===== config.mk =====
export PLATFORM = sky130hd
export DESIGN_NAME = timer8
export DESIGN_NICKNAME = d
export VERILOG_FILES = /design/src/pkg/timer8_pkg.sv /design/src/design/timer8_tick_gen.sv /design/src/design/timer8.sv
export VERILOG_INCLUDE_DIRS = /design/src /design/src/pkg
export SDC_FILE = /design/constraint.sdc
export NUM_CORES = 1
export LEC_CHECK = 0
export BUFFER_PORTS_ARGS = -buffer_cell sky130_fd_sc_hd__buf_2
export CORE_UTILIZATION = 60
export DETAILED_ROUTE_END_ITERATION = 12
export PLACE_DENSITY = 0.95
export SLEW_MARGIN = 20
export SYNTH_ARGS = -nofsm -noshare
export SYNTH_HDL_FRONTEND = slang
export SYNTH_SLANG_ARGS = --single-unit

===== constraint.sdc =====
create_clock -name pclk -period 5.1 [get_ports pclk]
set_input_delay 1.53 -clock pclk [delete_from_list [all_inputs] [get_ports pclk]]
set_output_delay 1.53 -clock pclk [all_outputs]
set_load 0.03 [all_outputs]

===== src/pkg/timer8_cfg.svh =====
// Purpose: register map, field positions and reset values of the 8-bit timer
// Assumes: APB byte addressing, one register per aligned 32-bit word
// Notes: all offsets are byte addresses
// Functional notes
// RQ1: clock select zero gives no count tick; the counter stays stopped.
// RQ2: codes 1 to 5 count on clock undivided, /8, /64, /256, /1024.
// RQ3: code 6 counts falling pin edges, code 7 rising pin edges.
// RQ4: pin edges count even when the pin is driven as an output.
// RQ5: software reads and writes the 8-bit counter at any time.
// RQ6: a counter write suppresses compare match on the next timer tick.
// RQ7: compare A is matched continuously; match flags and drives wave A.
// RQ8: compare B is matched continuously; match flags and drives wave B.
// RQ9: enable bits 2,1,0 for B, A, wrap; request needs enable, flag, global.
// RQ10: bits 7 to 3 of mask and flag registers read as zero.
// RQ11: compare B match sets flag bit 2.
// RQ12: compare A match sets flag bit 1.
// RQ13: counter overflow sets flag bit 0.
// RQ14: vector entry acknowledge clears the matching flag.
// RQ15: writing one to a flag bit clears that flag.
// RQ16: overflow flag timing depends on the waveform mode.
// RQ17: wrap at 0xFF in modes 0,2,3; at 0x00 in 1,5; at top in 7.
// RQ18: writing zero keeps a flag; a hardware set beats a clear.
`ifndef TIMER8_CFG_SVH
`define TIMER8_CFG_SVH

`define OFS_CONTROL 12'h000
`define OFS_COUNT 12'h004
`define OFS_CMP_A 12'h008
`define OFS_CMP_B 12'h00C
`define OFS_MASK 12'h010
`define OFS_FLAG 12'h014
`define OFS_FLAG_CLR 12'h018
`define OFS_GLOBAL 12'h01C

// control register fields
`define CTL_CS_LSB 0
`define CTL_WGM_LSB 3
`define CTL_COMA_LSB 6
`define CTL_COMB_LSB 8

// flag and mask bit positions
`define BIT_WRAP 0
`define BIT_CMP_A 1
`define BIT_CMP_B 2

`define CNT_MAX 8'hFF
`define CNT_BOTTOM 8'h00
`define RESET_BYTE 8'h00
`define PRE_WIDTH 10

`endif


===== src/pkg/timer8_pkg.sv =====
// Purpose: types shared by the 8-bit timer
// Assumes: nothing
// Notes: clock select and waveform codes
package timer8_pkg;
    typedef enum logic [2:0] {
        CS_STOP, CS_DIV1, CS_DIV8, CS_DIV64,
        CS_DIV256, CS_DIV1024, CS_EXT_FALL, CS_EXT_RISE
    } clock_sel_t;

    typedef struct packed {
        logic [1:0] com_b;
        logic [1:0] com_a;
        logic [2:0] waveform_mode;
        logic [2:0] count_clock_select;
    } ctl_t;

    typedef struct packed {
        logic cmp_b;
        logic cmp_a;
        logic wrap;
    } irq_bits_t;
endpackage


===== src/design/timer8_tick_gen.sv =====
// Purpose: timer tick generator: prescaler and external pin edge detect
// Assumes: ext pin asynchronous, synchronised here by two flops
// Notes: output is a one-cycle tick pulse
`timescale 1ns/1ps
`include "timer8_cfg.svh"
module timer8_tick_gen
    import timer8_pkg::*;
(
    input wire logic pclk,
    input wire logic presetn,
    input wire logic [2:0] count_clock_select,
    input wire logic ext_count_pin,
    output logic tick
);
    logic [`PRE_WIDTH-1:0] pre_q;
    logic sync1_q, sync2_q, prev_q;
    logic tick_d;

    // shared free-running prescaler; taps give the divided rates
    always_ff @(posedge pclk or negedge presetn) begin
        if (!presetn) begin
            pre_q <= '0;
        end else begin
            pre_q <= pre_q + 1'b1;
        end
    end

    // pin passes two flops; the pin buffer reads back even when driven
    always_ff @(posedge pclk or negedge presetn) begin
        if (!presetn) begin
            sync1_q <= 1'b0;
            sync2_q <= 1'b0;
            prev_q <= 1'b0;
        end else begin
            sync1_q <= ext_count_pin;
            sync2_q <= sync1_q;
            prev_q <= sync2_q;  // see RQ4
        end
    end

    // tap selection per clock select code
    always_comb begin
        unique case (clock_sel_t'(count_clock_select))
            CS_STOP: tick_d = 1'b0;  // see RQ1
            CS_DIV1: tick_d = 1'b1;  // see RQ2
            CS_DIV8: tick_d = &pre_q[2:0];
            CS_DIV64: tick_d = &pre_q[5:0];
            CS_DIV256: tick_d = &pre_q[7:0];
            CS_DIV1024: tick_d = &pre_q[9:0];
            CS_EXT_FALL: tick_d = prev_q & ~sync2_q;  // see RQ3
            CS_EXT_RISE: tick_d = ~prev_q & sync2_q;  // see RQ3
        endcase
    end

    assign tick = tick_d;

    a_stop_no_tick: assert property (  // see RQ1
        @(posedge pclk) disable iff (!presetn)
        count_clock_select == 3'h0 |-> !tick)
        else $error("tick while stopped");
    a_div8_spacing: assert property (  // see RQ2
        @(posedge pclk) disable iff (!presetn)
        (tick && count_clock_select == 3'h2 && $stable(count_clock_select))
        |=> !tick [*7])
        else $error("divide by 8 tick too early");
endmodule


===== src/design/timer8.sv =====
// Purpose: 8-bit timer with clock select, two compares, flags, APB slave
// Assumes: APB3 slave, zero wait states, 32-bit data, pclk 25 MHz
// Notes: flags and irq are registered; a hardware set beats a clear
`timescale 1ns/1ps
`include "timer8_cfg.svh"
module timer8
    import timer8_pkg::*;
(
    input wire logic pclk,
    input wire logic presetn,
    input wire logic psel,
    input wire logic penable,
    input wire logic pwrite,
    input wire logic [11:0] paddr,
    input wire logic [31:0] pwdata,
    output logic [31:0] prdata,
    output logic pready,
    output logic pslverr,
    input wire logic ext_count_pin,
    input wire logic [2:0] vector_ack,
    output logic wave_out_a,
    output logic wave_out_b,
    output logic irq
);
    ////////////////////////////////////////////////////////////////////////
    // state
    ctl_t ctl_q;
    logic [7:0] count_value_q;
    logic [7:0] compare_a_value_q, compare_b_value_q;
    logic [7:0] top_a_q;
    irq_bits_t mask_q, flag_q;
    logic global_ie_q;
    logic up_q;
    logic block_q;
    logic [31:0] prdata_q;
    logic pslverr_q;
    logic irq_q;
    logic wa_q, wb_q;
    logic tick;
    logic wr, rd, hit;
    logic cnt_wr;
    logic [7:0] top;
    logic m_a, m_b, wrap_ev;
    irq_bits_t set_v, clr_v;
    irq_bits_t flag_d;
    logic [2:0] wgm;

    // decode helper that raises the slave error on unmapped addresses
    function automatic logic is_reg(input logic [11:0] a);
        return a == `OFS_CONTROL || a == `OFS_COUNT || a == `OFS_CMP_A ||
               a == `OFS_CMP_B || a == `OFS_MASK || a == `OFS_FLAG ||
               a == `OFS_FLAG_CLR || a == `OFS_GLOBAL;
    endfunction

    // pwm modes use double buffered compare A, other modes are immediate
    function automatic logic pwm_mode(input logic [2:0] m);
        return m == 3'h1 || m == 3'h3 || m == 3'h5 || m == 3'h7;
    endfunction

    // phase correct modes count both ways and wrap at bottom
    function automatic logic phase_mode(input logic [2:0] m);
        return m == 3'h1 || m == 3'h5;
    endfunction

    assign wr = psel & penable & pwrite;
    assign rd = psel & penable & ~pwrite;
    assign hit = is_reg(paddr);
    assign cnt_wr = wr && paddr == `OFS_COUNT;
    assign wgm = ctl_q.waveform_mode;

    ////////////////////////////////////////////////////////////////////////
    // timer tick
    timer8_tick_gen u_tick (
        .pclk(pclk),
        .presetn(presetn),
        .count_clock_select(ctl_q.count_clock_select),
        .ext_count_pin(ext_count_pin),
        .tick(tick)
    );

    // top follows compare A in modes 2, 5 and 7, else the full range
    assign top = (wgm == 3'h2 || wgm == 3'h5 || wgm == 3'h7) ?
                 top_a_q : `CNT_MAX;

    // matches only count on a tick, and not right after a counter write
    assign m_a = tick && !block_q && count_value_q == top_a_q;  // see RQ7
    assign m_b = tick && !block_q &&
                 count_value_q == compare_b_value_q;  // see RQ8

    // overflow point per waveform mode
    always_comb begin
        unique case (wgm)
            3'h1, 3'h5: wrap_ev = tick && !up_q &&
                                  count_value_q == 8'h01;  // see RQ17
            3'h7: wrap_ev = tick && count_value_q == top;  // see RQ17
            default: wrap_ev = tick &&
                               count_value_q == `CNT_MAX;  // see RQ16
        endcase
    end

    ////////////////////////////////////////////////////////////////////////
    // APB control registers
    always_ff @(posedge pclk or negedge presetn) begin
        if (!presetn) begin
            ctl_q <= '0;
            compare_a_value_q <= `RESET_BYTE;
            compare_b_value_q <= `RESET_BYTE;
            mask_q <= '0;
            global_ie_q <= 1'b0;
        end else if (wr) begin
            unique case (paddr)
                `OFS_CONTROL: ctl_q <= pwdata[9:0];
                `OFS_CMP_A: compare_a_value_q <= pwdata[7:0];
                `OFS_CMP_B: compare_b_value_q <= pwdata[7:0];
                `OFS_MASK: mask_q <= pwdata[2:0];  // see RQ9
                `OFS_GLOBAL: global_ie_q <= pwdata[0];
                default: ;
            endcase
        end
    end

    // working compare A: loaded at once, or at bottom in pwm modes
    always_ff @(posedge pclk or negedge presetn) begin
        if (!presetn) begin
            top_a_q <= `RESET_BYTE;
        end else if (!pwm_mode(wgm) ||
                     (tick && count_value_q == `CNT_BOTTOM)) begin
            top_a_q <= compare_a_value_q;
        end
    end

    ////////////////////////////////////////////////////////////////////////
    // counter: a software write wins over counting
    always_ff @(posedge pclk or negedge presetn) begin
        if (!presetn) begin
            count_value_q <= `RESET_BYTE;
            up_q <= 1'b1;
        end else if (cnt_wr) begin
            count_value_q <= pwdata[7:0];  // see RQ5
        end else if (tick) begin
            if (phase_mode(wgm)) begin
                // phase correct: turn at top and at bottom
                if (up_q && count_value_q == top) begin
                    up_q <= 1'b0;
                    count_value_q <= count_value_q - 8'h01;
                end else if (!up_q && count_value_q == `CNT_BOTTOM) begin
                    up_q <= 1'b1;
                    count_value_q <= count_value_q + 8'h01;
                end else begin
                    count_value_q <= up_q ? count_value_q + 8'h01 :
                                            count_value_q - 8'h01;
                end
            end else if (count_value_q == top) begin
                up_q <= 1'b1;
                count_value_q <= `CNT_BOTTOM;
            end else begin
                up_q <= 1'b1;
                count_value_q <= count_value_q + 8'h01;
            end
        end
    end

    // compare blocking after a write lasts until the next tick
    always_ff @(posedge pclk or negedge presetn) begin
        if (!presetn) begin
            block_q <= 1'b0;
        end else if (cnt_wr) begin
            block_q <= 1'b1;  // see RQ6
        end else if (tick) begin
            block_q <= 1'b0;
        end
    end

    ////////////////////////////////////////////////////////////////////////
    // flags: set wins over clear by write-one or vector acknowledge
    assign set_v = '{cmp_b: m_b, cmp_a: m_a, wrap: wrap_ev};
    assign clr_v = vector_ack |  // see RQ14
                   ((wr && paddr == `OFS_FLAG_CLR) ? pwdata[2:0] :
                    3'h0);  // see RQ15
    // next flag word, shared by the flag register and the irq term
    assign flag_d = set_v | (flag_q & ~clr_v);  // see RQ18

    always_ff @(posedge pclk or negedge presetn) begin
        if (!presetn) begin
            flag_q <= '0;
        end else begin
            flag_q <= flag_d;  // see RQ18
            // sets come from compare and wrap events
            // see RQ11
            // see RQ12
            // see RQ13
        end
    end

    // interrupt output needs global enable, mask and flag
    always_ff @(posedge pclk or negedge presetn) begin
        if (!presetn) begin
            irq_q <= 1'b0;
        end else begin
            // mask the whole next word, fresh sets too, so an event
            // on a disabled source never pulses the line
            irq_q <= global_ie_q && |(flag_d & mask_q);  // see RQ9
        end
    end

    ////////////////////////////////////////////////////////////////////////
    // waveform outputs: toggle, clear or set on match (non-pwm view)
    always_ff @(posedge pclk or negedge presetn) begin
        if (!presetn) begin
            wa_q <= 1'b0;
            wb_q <= 1'b0;
        end else begin
            if (m_a) begin
                unique case (ctl_q.com_a)
                    2'h1: wa_q <= ~wa_q;
                    2'h2: wa_q <= 1'b0;
                    2'h3: wa_q <= 1'b1;
                    default: ;
                endcase
            end else if (pwm_mode(wgm) && ctl_q.com_a[1] && tick &&
                         count_value_q == top && !up_q == 1'b0) begin
                wa_q <= ~ctl_q.com_a[0];
            end
            if (m_b) begin
                unique case (ctl_q.com_b)
                    2'h1: wb_q <= ~wb_q;
                    2'h2: wb_q <= 1'b0;
                    2'h3: wb_q <= 1'b1;
                    default: ;
                endcase
            end else if (pwm_mode(wgm) && ctl_q.com_b[1] && tick &&
                         count_value_q == top) begin
                wb_q <= ~ctl_q.com_b[0];
            end
        end
    end

    ////////////////////////////////////////////////////////////////////////
    // read data, registered; reserved bits read zero
    always_ff @(posedge pclk or negedge presetn) begin
        if (!presetn) begin
            prdata_q <= 32'h0000_0000;
            pslverr_q <= 1'b0;
        end else begin
            prdata_q <= 32'h0000_0000;
            pslverr_q <= 1'b0;
            if (psel && !penable) begin
                pslverr_q <= !hit;
                unique case (paddr)
                    `OFS_CONTROL: prdata_q <= {22'h0, ctl_q};
                    `OFS_COUNT: prdata_q <= {24'h0, count_value_q};
                    `OFS_CMP_A: prdata_q <= {24'h0, compare_a_value_q};
                    `OFS_CMP_B: prdata_q <= {24'h0, compare_b_value_q};
                    `OFS_MASK: prdata_q <= {29'h0, mask_q};  // see RQ10
                    `OFS_FLAG: prdata_q <= {29'h0, flag_q};  // see RQ10
                    `OFS_GLOBAL: prdata_q <= {31'h0, global_ie_q};
                    default: ;
                endcase
            end
        end
    end

    assign prdata = prdata_q;
    assign pslverr = pslverr_q;
    assign pready = 1'b1;
    assign irq = irq_q;
    assign wave_out_a = wa_q;
    assign wave_out_b = wb_q;

    ////////////////////////////////////////////////////////////////////////
    // checks
    // counting
    a_stop_holds: assert property (  // see RQ1
        @(posedge pclk) disable iff (!presetn)
        (ctl_q.count_clock_select == 3'h0 && !cnt_wr)
        |=> $stable(count_value_q))
        else $error("counter moved while stopped");
    a_count_tick: assert property (  // see RQ2
        @(posedge pclk) disable iff (!presetn)
        (ctl_q.count_clock_select == 3'h1 && wgm == 3'h0 && !cnt_wr)
        |=> count_value_q == $past(count_value_q) + 8'h01)
        else $error("undivided clock missed a count");
    a_count_write: assert property (  // see RQ5
        @(posedge pclk) disable iff (!presetn)
        cnt_wr |=> count_value_q == $past(pwdata[7:0]))
        else $error("counter write lost");
    // judged on the flags, so a broken block term shows up there
    a_write_blocks: assert property (  // see RQ6
        @(posedge pclk) disable iff (!presetn)
        (block_q && tick)
        |=> !$rose(flag_q.cmp_a) && !$rose(flag_q.cmp_b))
        else $error("match right after counter write");
    a_phase_wrap: assert property (  // see RQ17
        @(posedge pclk) disable iff (!presetn)
        (phase_mode(wgm) && $stable(wgm) && !$past(cnt_wr) &&
         $rose(flag_q.wrap))
        |-> count_value_q == `CNT_BOTTOM)
        else $error("phase correct wrap away from bottom");

    // flags and interrupt
    a_cmp_b_sets: assert property (  // see RQ11
        @(posedge pclk) disable iff (!presetn)
        m_b |=> flag_q.cmp_b)
        else $error("compare B flag not set");
    a_cmp_a_sets: assert property (  // see RQ12
        @(posedge pclk) disable iff (!presetn)
        m_a |=> flag_q.cmp_a)
        else $error("compare A flag not set");
    a_wrap_sets: assert property (  // see RQ17
        @(posedge pclk) disable iff (!presetn)
        (wgm == 3'h0 && tick && !cnt_wr && count_value_q == 8'hFF)
        |=> flag_q.wrap && count_value_q == 8'h00)
        else $error("wrap flag missing");
    a_clear_one: assert property (  // see RQ15
        @(posedge pclk) disable iff (!presetn)
        (wr && paddr == `OFS_FLAG_CLR && pwdata[0] && !wrap_ev)
        |=> !flag_q.wrap)
        else $error("flag not cleared");
    a_zero_keeps: assert property (  // see RQ18
        @(posedge pclk) disable iff (!presetn)
        (wr && paddr == `OFS_FLAG_CLR && !pwdata[2] && !vector_ack[2] &&
         flag_q.cmp_b)
        |=> flag_q.cmp_b)
        else $error("writing zero cleared a flag");
    a_ack_clears: assert property (  // see RQ14
        @(posedge pclk) disable iff (!presetn)
        (vector_ack[1] && !m_a) |=> !flag_q.cmp_a)
        else $error("ack did not clear");
    a_irq_gate: assert property (  // see RQ9
        @(posedge pclk) disable iff (!presetn)
        irq |-> $past(global_ie_q))
        else $error("irq without global enable");
    a_irq_masked: assert property (  // see RQ9
        @(posedge pclk) disable iff (!presetn)
        irq |-> |(flag_q & $past(mask_q)))
        else $error("irq without an enabled flag");

    // register reads
    a_reserved_zero: assert property (  // see RQ10
        @(posedge pclk) disable iff (!presetn)
        prdata[31:10] == 22'h0)
        else $error("reserved bits set");
    a_mask_read: assert property (  // see RQ10
        @(posedge pclk) disable iff (!presetn)
        (rd && paddr == `OFS_MASK) |-> prdata[7:0] == {5'h0, mask_q})
        else $error("mask read wrong");
    a_flag_read: assert property (  // see RQ10
        @(posedge pclk) disable iff (!presetn)
        (rd && paddr == `OFS_FLAG) |-> prdata[7:0] == {5'h0, $past(flag_q)})
        else $error("flag read wrong");

    c_wrap: cover property (@(posedge pclk) wrap_ev);
    c_match_a: cover property (@(posedge pclk) m_a ##1 irq);
    c_ext: cover property (@(posedge pclk)
        ctl_q.count_clock_select == 3'h7 && tick);
    c_block: cover property (@(posedge pclk) block_q && tick);
    c_phase_wrap: cover property (@(posedge pclk)
        phase_mode(wgm) && wrap_ev);
endmodule


* Yosys cells after proc, flatten, opt, wreduce, memory -nomap -nowiden *
Cells that the tools add are included.

storage, ports and cells
  register bits = 100
  bits in latches = 0
  RAM bits = 0
  bits in read-only memories = 0
  input port bits = 53
  logic and storage cells = 163
  memories kept = 0

cells by class
  add/sub/neg operators = 3
  multipliers = 0
  divide/modulo/power cells = 0
  $lt $le $gt $ge = 0
  eq/ne operators = 33
  shift-type cells = 0
  multiplexer cells = 25
  bitwise operators = 16
  reductions and logical operators = 60

operator list
  kind                                                              number
  10-bit one-hot mux with 7 select lines                            1
  8-bit two-way mux                                                 8
  12-bit by 5-bit == test with 1-bit output, second input constant  4
  32-bit two-way mux                                                1
  12-bit by 4-bit == test with 1-bit output, second input constant  2
  8-bit == test                                                     3
  1-bit logical AND                                                 21
  3-bit == test, second input constant                              6
  1-bit logical OR                                                  14
  2-bit AND reduction                                               7
  12-bit by 3-bit == test with 1-bit output, second input constant  1
  3-bit by 2-bit == test with 1-bit output, second input constant   4
  12-bit logical NOT                                                1
  10-bit by 1-bit adder with 10-bit output, second input constant   1
  1-bit two-way mux                                                 10
  10-bit AND reduction                                              1
  8-bit by 1-bit adder with 8-bit output, second input constant     1
  2-bit == test, second input constant                              4
  8-bit by 1-bit == test with 1-bit output, second input constant   1
  8-bit == test, second input constant                              1
  8-bit logical NOT                                                 1
  4-bit by 1-bit != test with 1-bit output, second input constant   2
  1-bit one-hot mux with 8 select lines                             1
  8-bit AND reduction                                               1
  other kinds (19)                                                  40

* Depth between registers and ports, before layout *
  depth after elaboration = 11
  mapped depth = 10
  mapped depth without buffers = 9

* Cells and area by module *
A second synthesis with hierarchy kept.

second synthesis, totals
  cells, all modules = 448
  area total of the unflattened synthesis = 4564.4 um^2

modules (own cells, without submodules)
  module           times used  cells an instance  area an instance (um^2)
  timer8           1           402                3995.1
  timer8_tick_gen  1           46                 569.3

* Least setup slack after synthesis *
No wires, ideal clock.

  path type = in2reg
  start = input port paddr[7]
  end = register irq_q (netlist: irq)
  library setup time = 0.124 ns
  arrival = 3.142 ns
  data required time = 4.976 ns
  slack = 1.834 ns
  stages on the path = 7
  buffers on the path = 0
  cells stage by stage = nor4_2 -> nand3_1 -> o311ai_1 -> o211ai_1 -> a311oi_1 -> a211oi_1 -> o31a_1

between the ends
  longest elaborated chain between the ends = 10

RTL lines
  what                                                        RTL line       RTL
  from (decl)                                                 timer8.sv:14   input wire logic [11:0] paddr,
  12-bit by 5-bit == test with 1-bit output (no source line)  --
  1-bit logical AND (no source line)                          --
  3-bit two-way mux                                           timer8.sv:178  ((wr && paddr == `OFS_FLAG_CLR) ? pwdata[2:0] :
  3-bit bitwise OR                                            timer8.sv:177  assign clr_v = vector_ack |
  3-bit NOT                                                   timer8.sv:181  assign flag_d = set_v | (flag_q & ~clr_v);
  3-bit bitwise AND                                           timer8.sv:181
  3-bit bitwise OR                                            timer8.sv:181
  3-bit bitwise AND                                           timer8.sv:202  irq_q <= global_ie_q && |(flag_d & mask_q);
  3-bit OR reduction                                          timer8.sv:202
  1-bit logical AND                                           timer8.sv:202
  to (signal assigned)                                        timer8.sv:202
  to (decl)                                                   timer8.sv:37   logic irq_q;

Every way passes these cells.
A chain may end at the register's enable or synchronous reset.

* Worst setup path after layout *
Same ends and word-level chain as after synthesis.

==> flow_metrics.tcl <==
set metrics [dict create \
    status "finished clean" \
    met1_usage 0.372 \
    layout-drive-gt1-share 0.260 \
    fin_crit_sh 0.706 \
    p_per_area_mw_per_mm2 249 \
    ctsLongestPathBuffers 2 \
    worst_ep_required_time_ns 5.34 \
    critPathKind "input pin to register" \
    first_global_vias 3837 \
    path_max_fanout 7 \
    cts_root_buf "clkbuf_8" \
    worst_pin_slew_ns 0.962 \
    synth.distinct_cells 77 \
    finalSetupTns_ns 0 \
    post-route-drc-count 0 \
    cts_setup_buffers 0 \
    grtUsageTotal 0.309 \
    cp_data_arrival_time_ns 3.83 \
    worst_slack_ns 1.50 \
    antenna_cells 0 \
    die_area_mm2 0.00811 \
    first_pass_iters 7 \
    hpwlAfterDp_mm 8.61 \
    finalCriticalPeriod_ns 3.60 \
    gp_congestion 0.937 \
    clkLatencyLatePin_ns 0.35 \
    crit_end "irq$_DFF_PN0_" \
    die_h_um 90.1 \
    start_util 0.631 \
    path_cells "buf_2 -> nor4_2 -> nand3_1 -> o311ai_1 -> o211ai_1 -> a311oi_1 -> a211oi_1 -> o31a_1" \
    wl_mm 12.0 \
    max-cap-violations 0 \
    rr_startpoint "u_tick.pre_q[0]$_DFF_PN0_" \
    post_drt_wl_per_cell_um 20.5 \
    max_stage_delay_ns 0.56 \
    fillCellCount 545 \
    grt_antenna_before_repair 0 \
    met3_usage 0.0795 \
    synth_edf_count 0 \
    cts_sinks 78 \
    cp-end-kind "register" \
    syn_inst 445 \
    multi_input_area_mm2 0.00245 \
    slew_violations 0 \
    seqCellArea_mm2 0.00195 \
    synth-seq-cells 78 \
    grt_first_pass_wirelength_mm 19.4 \
    cts_buffers 9 \
    die_x_um 90.1 \
    crit_start "paddr[7]" \
    hold_class "register to register" \
    cts_tree "yes" \
    met2_usage 0.508 \
    max_freq_mhz 278 \
    cts_resized 0 \
    cp_slowest_cell "o311ai_1" \
    grt_max_degree 79 \
    hold_viol_final 0 \
    areaGrowthSynthToFinish_pct 7.58 \
    reg2reg_slack_ns 2.13 \
    slew-limit-headroom 0.359 \
    final_nets 539 \
    num_vias 3782 \
    drtIter0Drc 356 \
    seq_area_frac_synth 0.420 \
    rr_endpoint "top_a_q[0]$_DFFE_PN0P_" \
    synth-async-reset-ratio 1.00 \
    power_leakage_nw 2.29 \
    irDropWorstVdd_mv 0.172 \
    overflow 0 \
    busiest_layer "met2" \
    synthFlopType "dfrtp_1" \
    critPathLaunchType "input pin" \
    ff2ff_path_depth 8 \
    clk_pin_slew_ns 0.08 \
    setup_viol 0 \
    rows 31 \
    ant_nets 0 \
    core_mm2 0.00737 \
    dpl_worst_slack_ns 1.18 \
    fin_skew_ns 0.0138 \
    synth-warning-count 0 \
    portBuffers 44 \
    ctsHoldBuffers 0 \
    vias_per_cell 6.49 \
    rsz0062_at_grt "no" \
    syn_area_mm2 0.00465 \
    syn_avg_cell_area_um2 10.5 \
    cts_max_level 3 \
    io_pins 90 \
]
## how the worst min path moves through the flow
stage | from | endpoint | slack [ns] | cells after the start
final | u_tick.sync1_q$_DFF_PN0_ | u_tick.sync2_q$_DFF_PN0_ | 0.36 | 0
after detailed placement | u_tick.sync1_q$_DFF_PN0_ | u_tick.sync2_q$_DFF_PN0_ | 0.35 | 0
after CTS | u_tick.sync1_q$_DFF_PN0_ | u_tick.sync2_q$_DFF_PN0_ | 0.37 | 0
after global placement | u_tick.sync1_q$_DFF_PN0_ | u_tick.sync2_q$_DFF_PN0_ | 0.33 | 0
after global routing | u_tick.sync1_q$_DFF_PN0_ | u_tick.sync2_q$_DFF_PN0_ | 0.37 | 0
after floorplan | u_tick.sync1_q$_DFF_PN0_ | u_tick.sync2_q$_DFF_PN0_ | 0.33 | 0
## cell usage after synthesis, types with 3 or more instances
cell type  count  share of area
dfrtp_1       77           0.41
mux2_2        37          0.090
nand2_1       30          0.024
nor2_1        26          0.021
buf_4         25          0.040
nand3_1       19          0.020
inv_1         14          0.011
nor3_1        13          0.014
xor2_1        12          0.023
nand2b_1      11          0.015
o21ai_0       10          0.011
clkbuf_1       9         0.0073
mux2i_1        9          0.019
a21oi_1        8         0.0086
mux4_2         8          0.039
nor2b_1        8          0.011
buf_2          6         0.0065
ha_1           6          0.016
nor4_1         6         0.0081
xnor2_1        6          0.011
and3_1         5         0.0067
a211o_1        4         0.0075
a311oi_1       4         0.0075
nand4_1        4         0.0054
o22ai_1        4         0.0054
a221o_1        3         0.0065
a31oi_1        3         0.0040
nor4_2         3         0.0081
o2111a_1       3         0.0073
o211ai_1       3         0.0048
o21a_1         3         0.0048
o31ai_1        3         0.0048
or2_2          3         0.0040
or3_1          3         0.0040
or4_1          3         0.0048
## per-stage QoR
| stage | hold slack [ns] | total power (W) | util | cell area (µm²) | cells |
|---|---|---|---|---|---|
| final | 0.359 | 0.00125 | 0.679 | 5000 | 583 |
| after CTS | 0.365 | 0.00125 | 0.679 | 5000 | 583 |
| after global placement | 0.334 | 0.000806 | 0.654 | 4820 | 568 |
| after global routing | 0.370 | 0.00130 | 0.679 | 5000 | 583 |
| after detailed placement | 0.346 | 0.000809 | 0.654 | 4820 | 568 |
| after floorplan | 0.331 | 0.000771 | - | 4730 | 466 |
## layout by cell type (no fill, tap or decap), drive strengths merged, types with 8 or more instances in the layout
cell type and instances:
o21ai 13, mux4 8, conb 23, nor3 13, nor2b 8, mux2 37, nand2 31, mux2i 9
xor2 12, nor2 29, inv 17, nand3 19, dfrtp 77, nor4 9, nand2b 11, buf 45
clkbuf 10, a21oi 8
## critical path: cells and delay by family
kind                   cells  cell delay (ns)
AOI/OAI and AO/OA          5             1.48
buffers and inverters      1             0.10
and+or+nand+nor            2             0.72
## report_power, final
part | switching [W] | internal (W)
Combinational | 0.000104 | 0.0000476
Clock | 0.000222 | 0.000224
Sequential | 0.0000236 | 0.000627
Total | 0.000349 | 0.000898
## cell families after synthesis
logic type	Yosys count	synth area share
AOI/OAI and AO/OA	74	0.125
buffers and inverters	58	0.0702
other	2	0.00161
muxes	54	0.148
xor gates and xnor gates	18	0.0339
and+or+nand+nor	155	0.186
DFF	78	0.420
adders and majority gates	6	0.0161
## cell type report
type / instances / share of cell area
multi-input combinational: 330 / 0.490
sequential: 78 / 0.390
timing repair buffer: 45 / 0.0460
clock buffer: 10 / 0.0255
tap: 99 / 0.0248
inverter: 16 / 0.0120
clock inverter: 5 / 0.0117
## per-layer routing
| layer | up-vias | wire (µm) |
|---|---|---|
| li1 | 1655 | - |
| met1 | 1854 | 4570 |
| met2 | 235 | 5900 |
| met3 | 38 | 1080 |
| met4 | 0 | 413 |
| met5 | - | 0 |
## flip-flops by register name, summed over array words and instances, names as in the netlist
name,count
u_tick.sync1_q,1
top_a_q,8
count_value_q,8
wave_out_b,1
mask_q,3
u_tick.sync2_q,1
prdata,10
compare_a_value_q,8
global_ie_q,1
u_tick.pre_q,10
up_q,1
u_tick.prev_q,1
wgm,3
pslverr,1
ctl_q,7
irq,1
compare_b_value_q,8
wave_out_a,1
flag_q,3
block_q,1
Note: power is estimated with default switching activity, not from simulation.
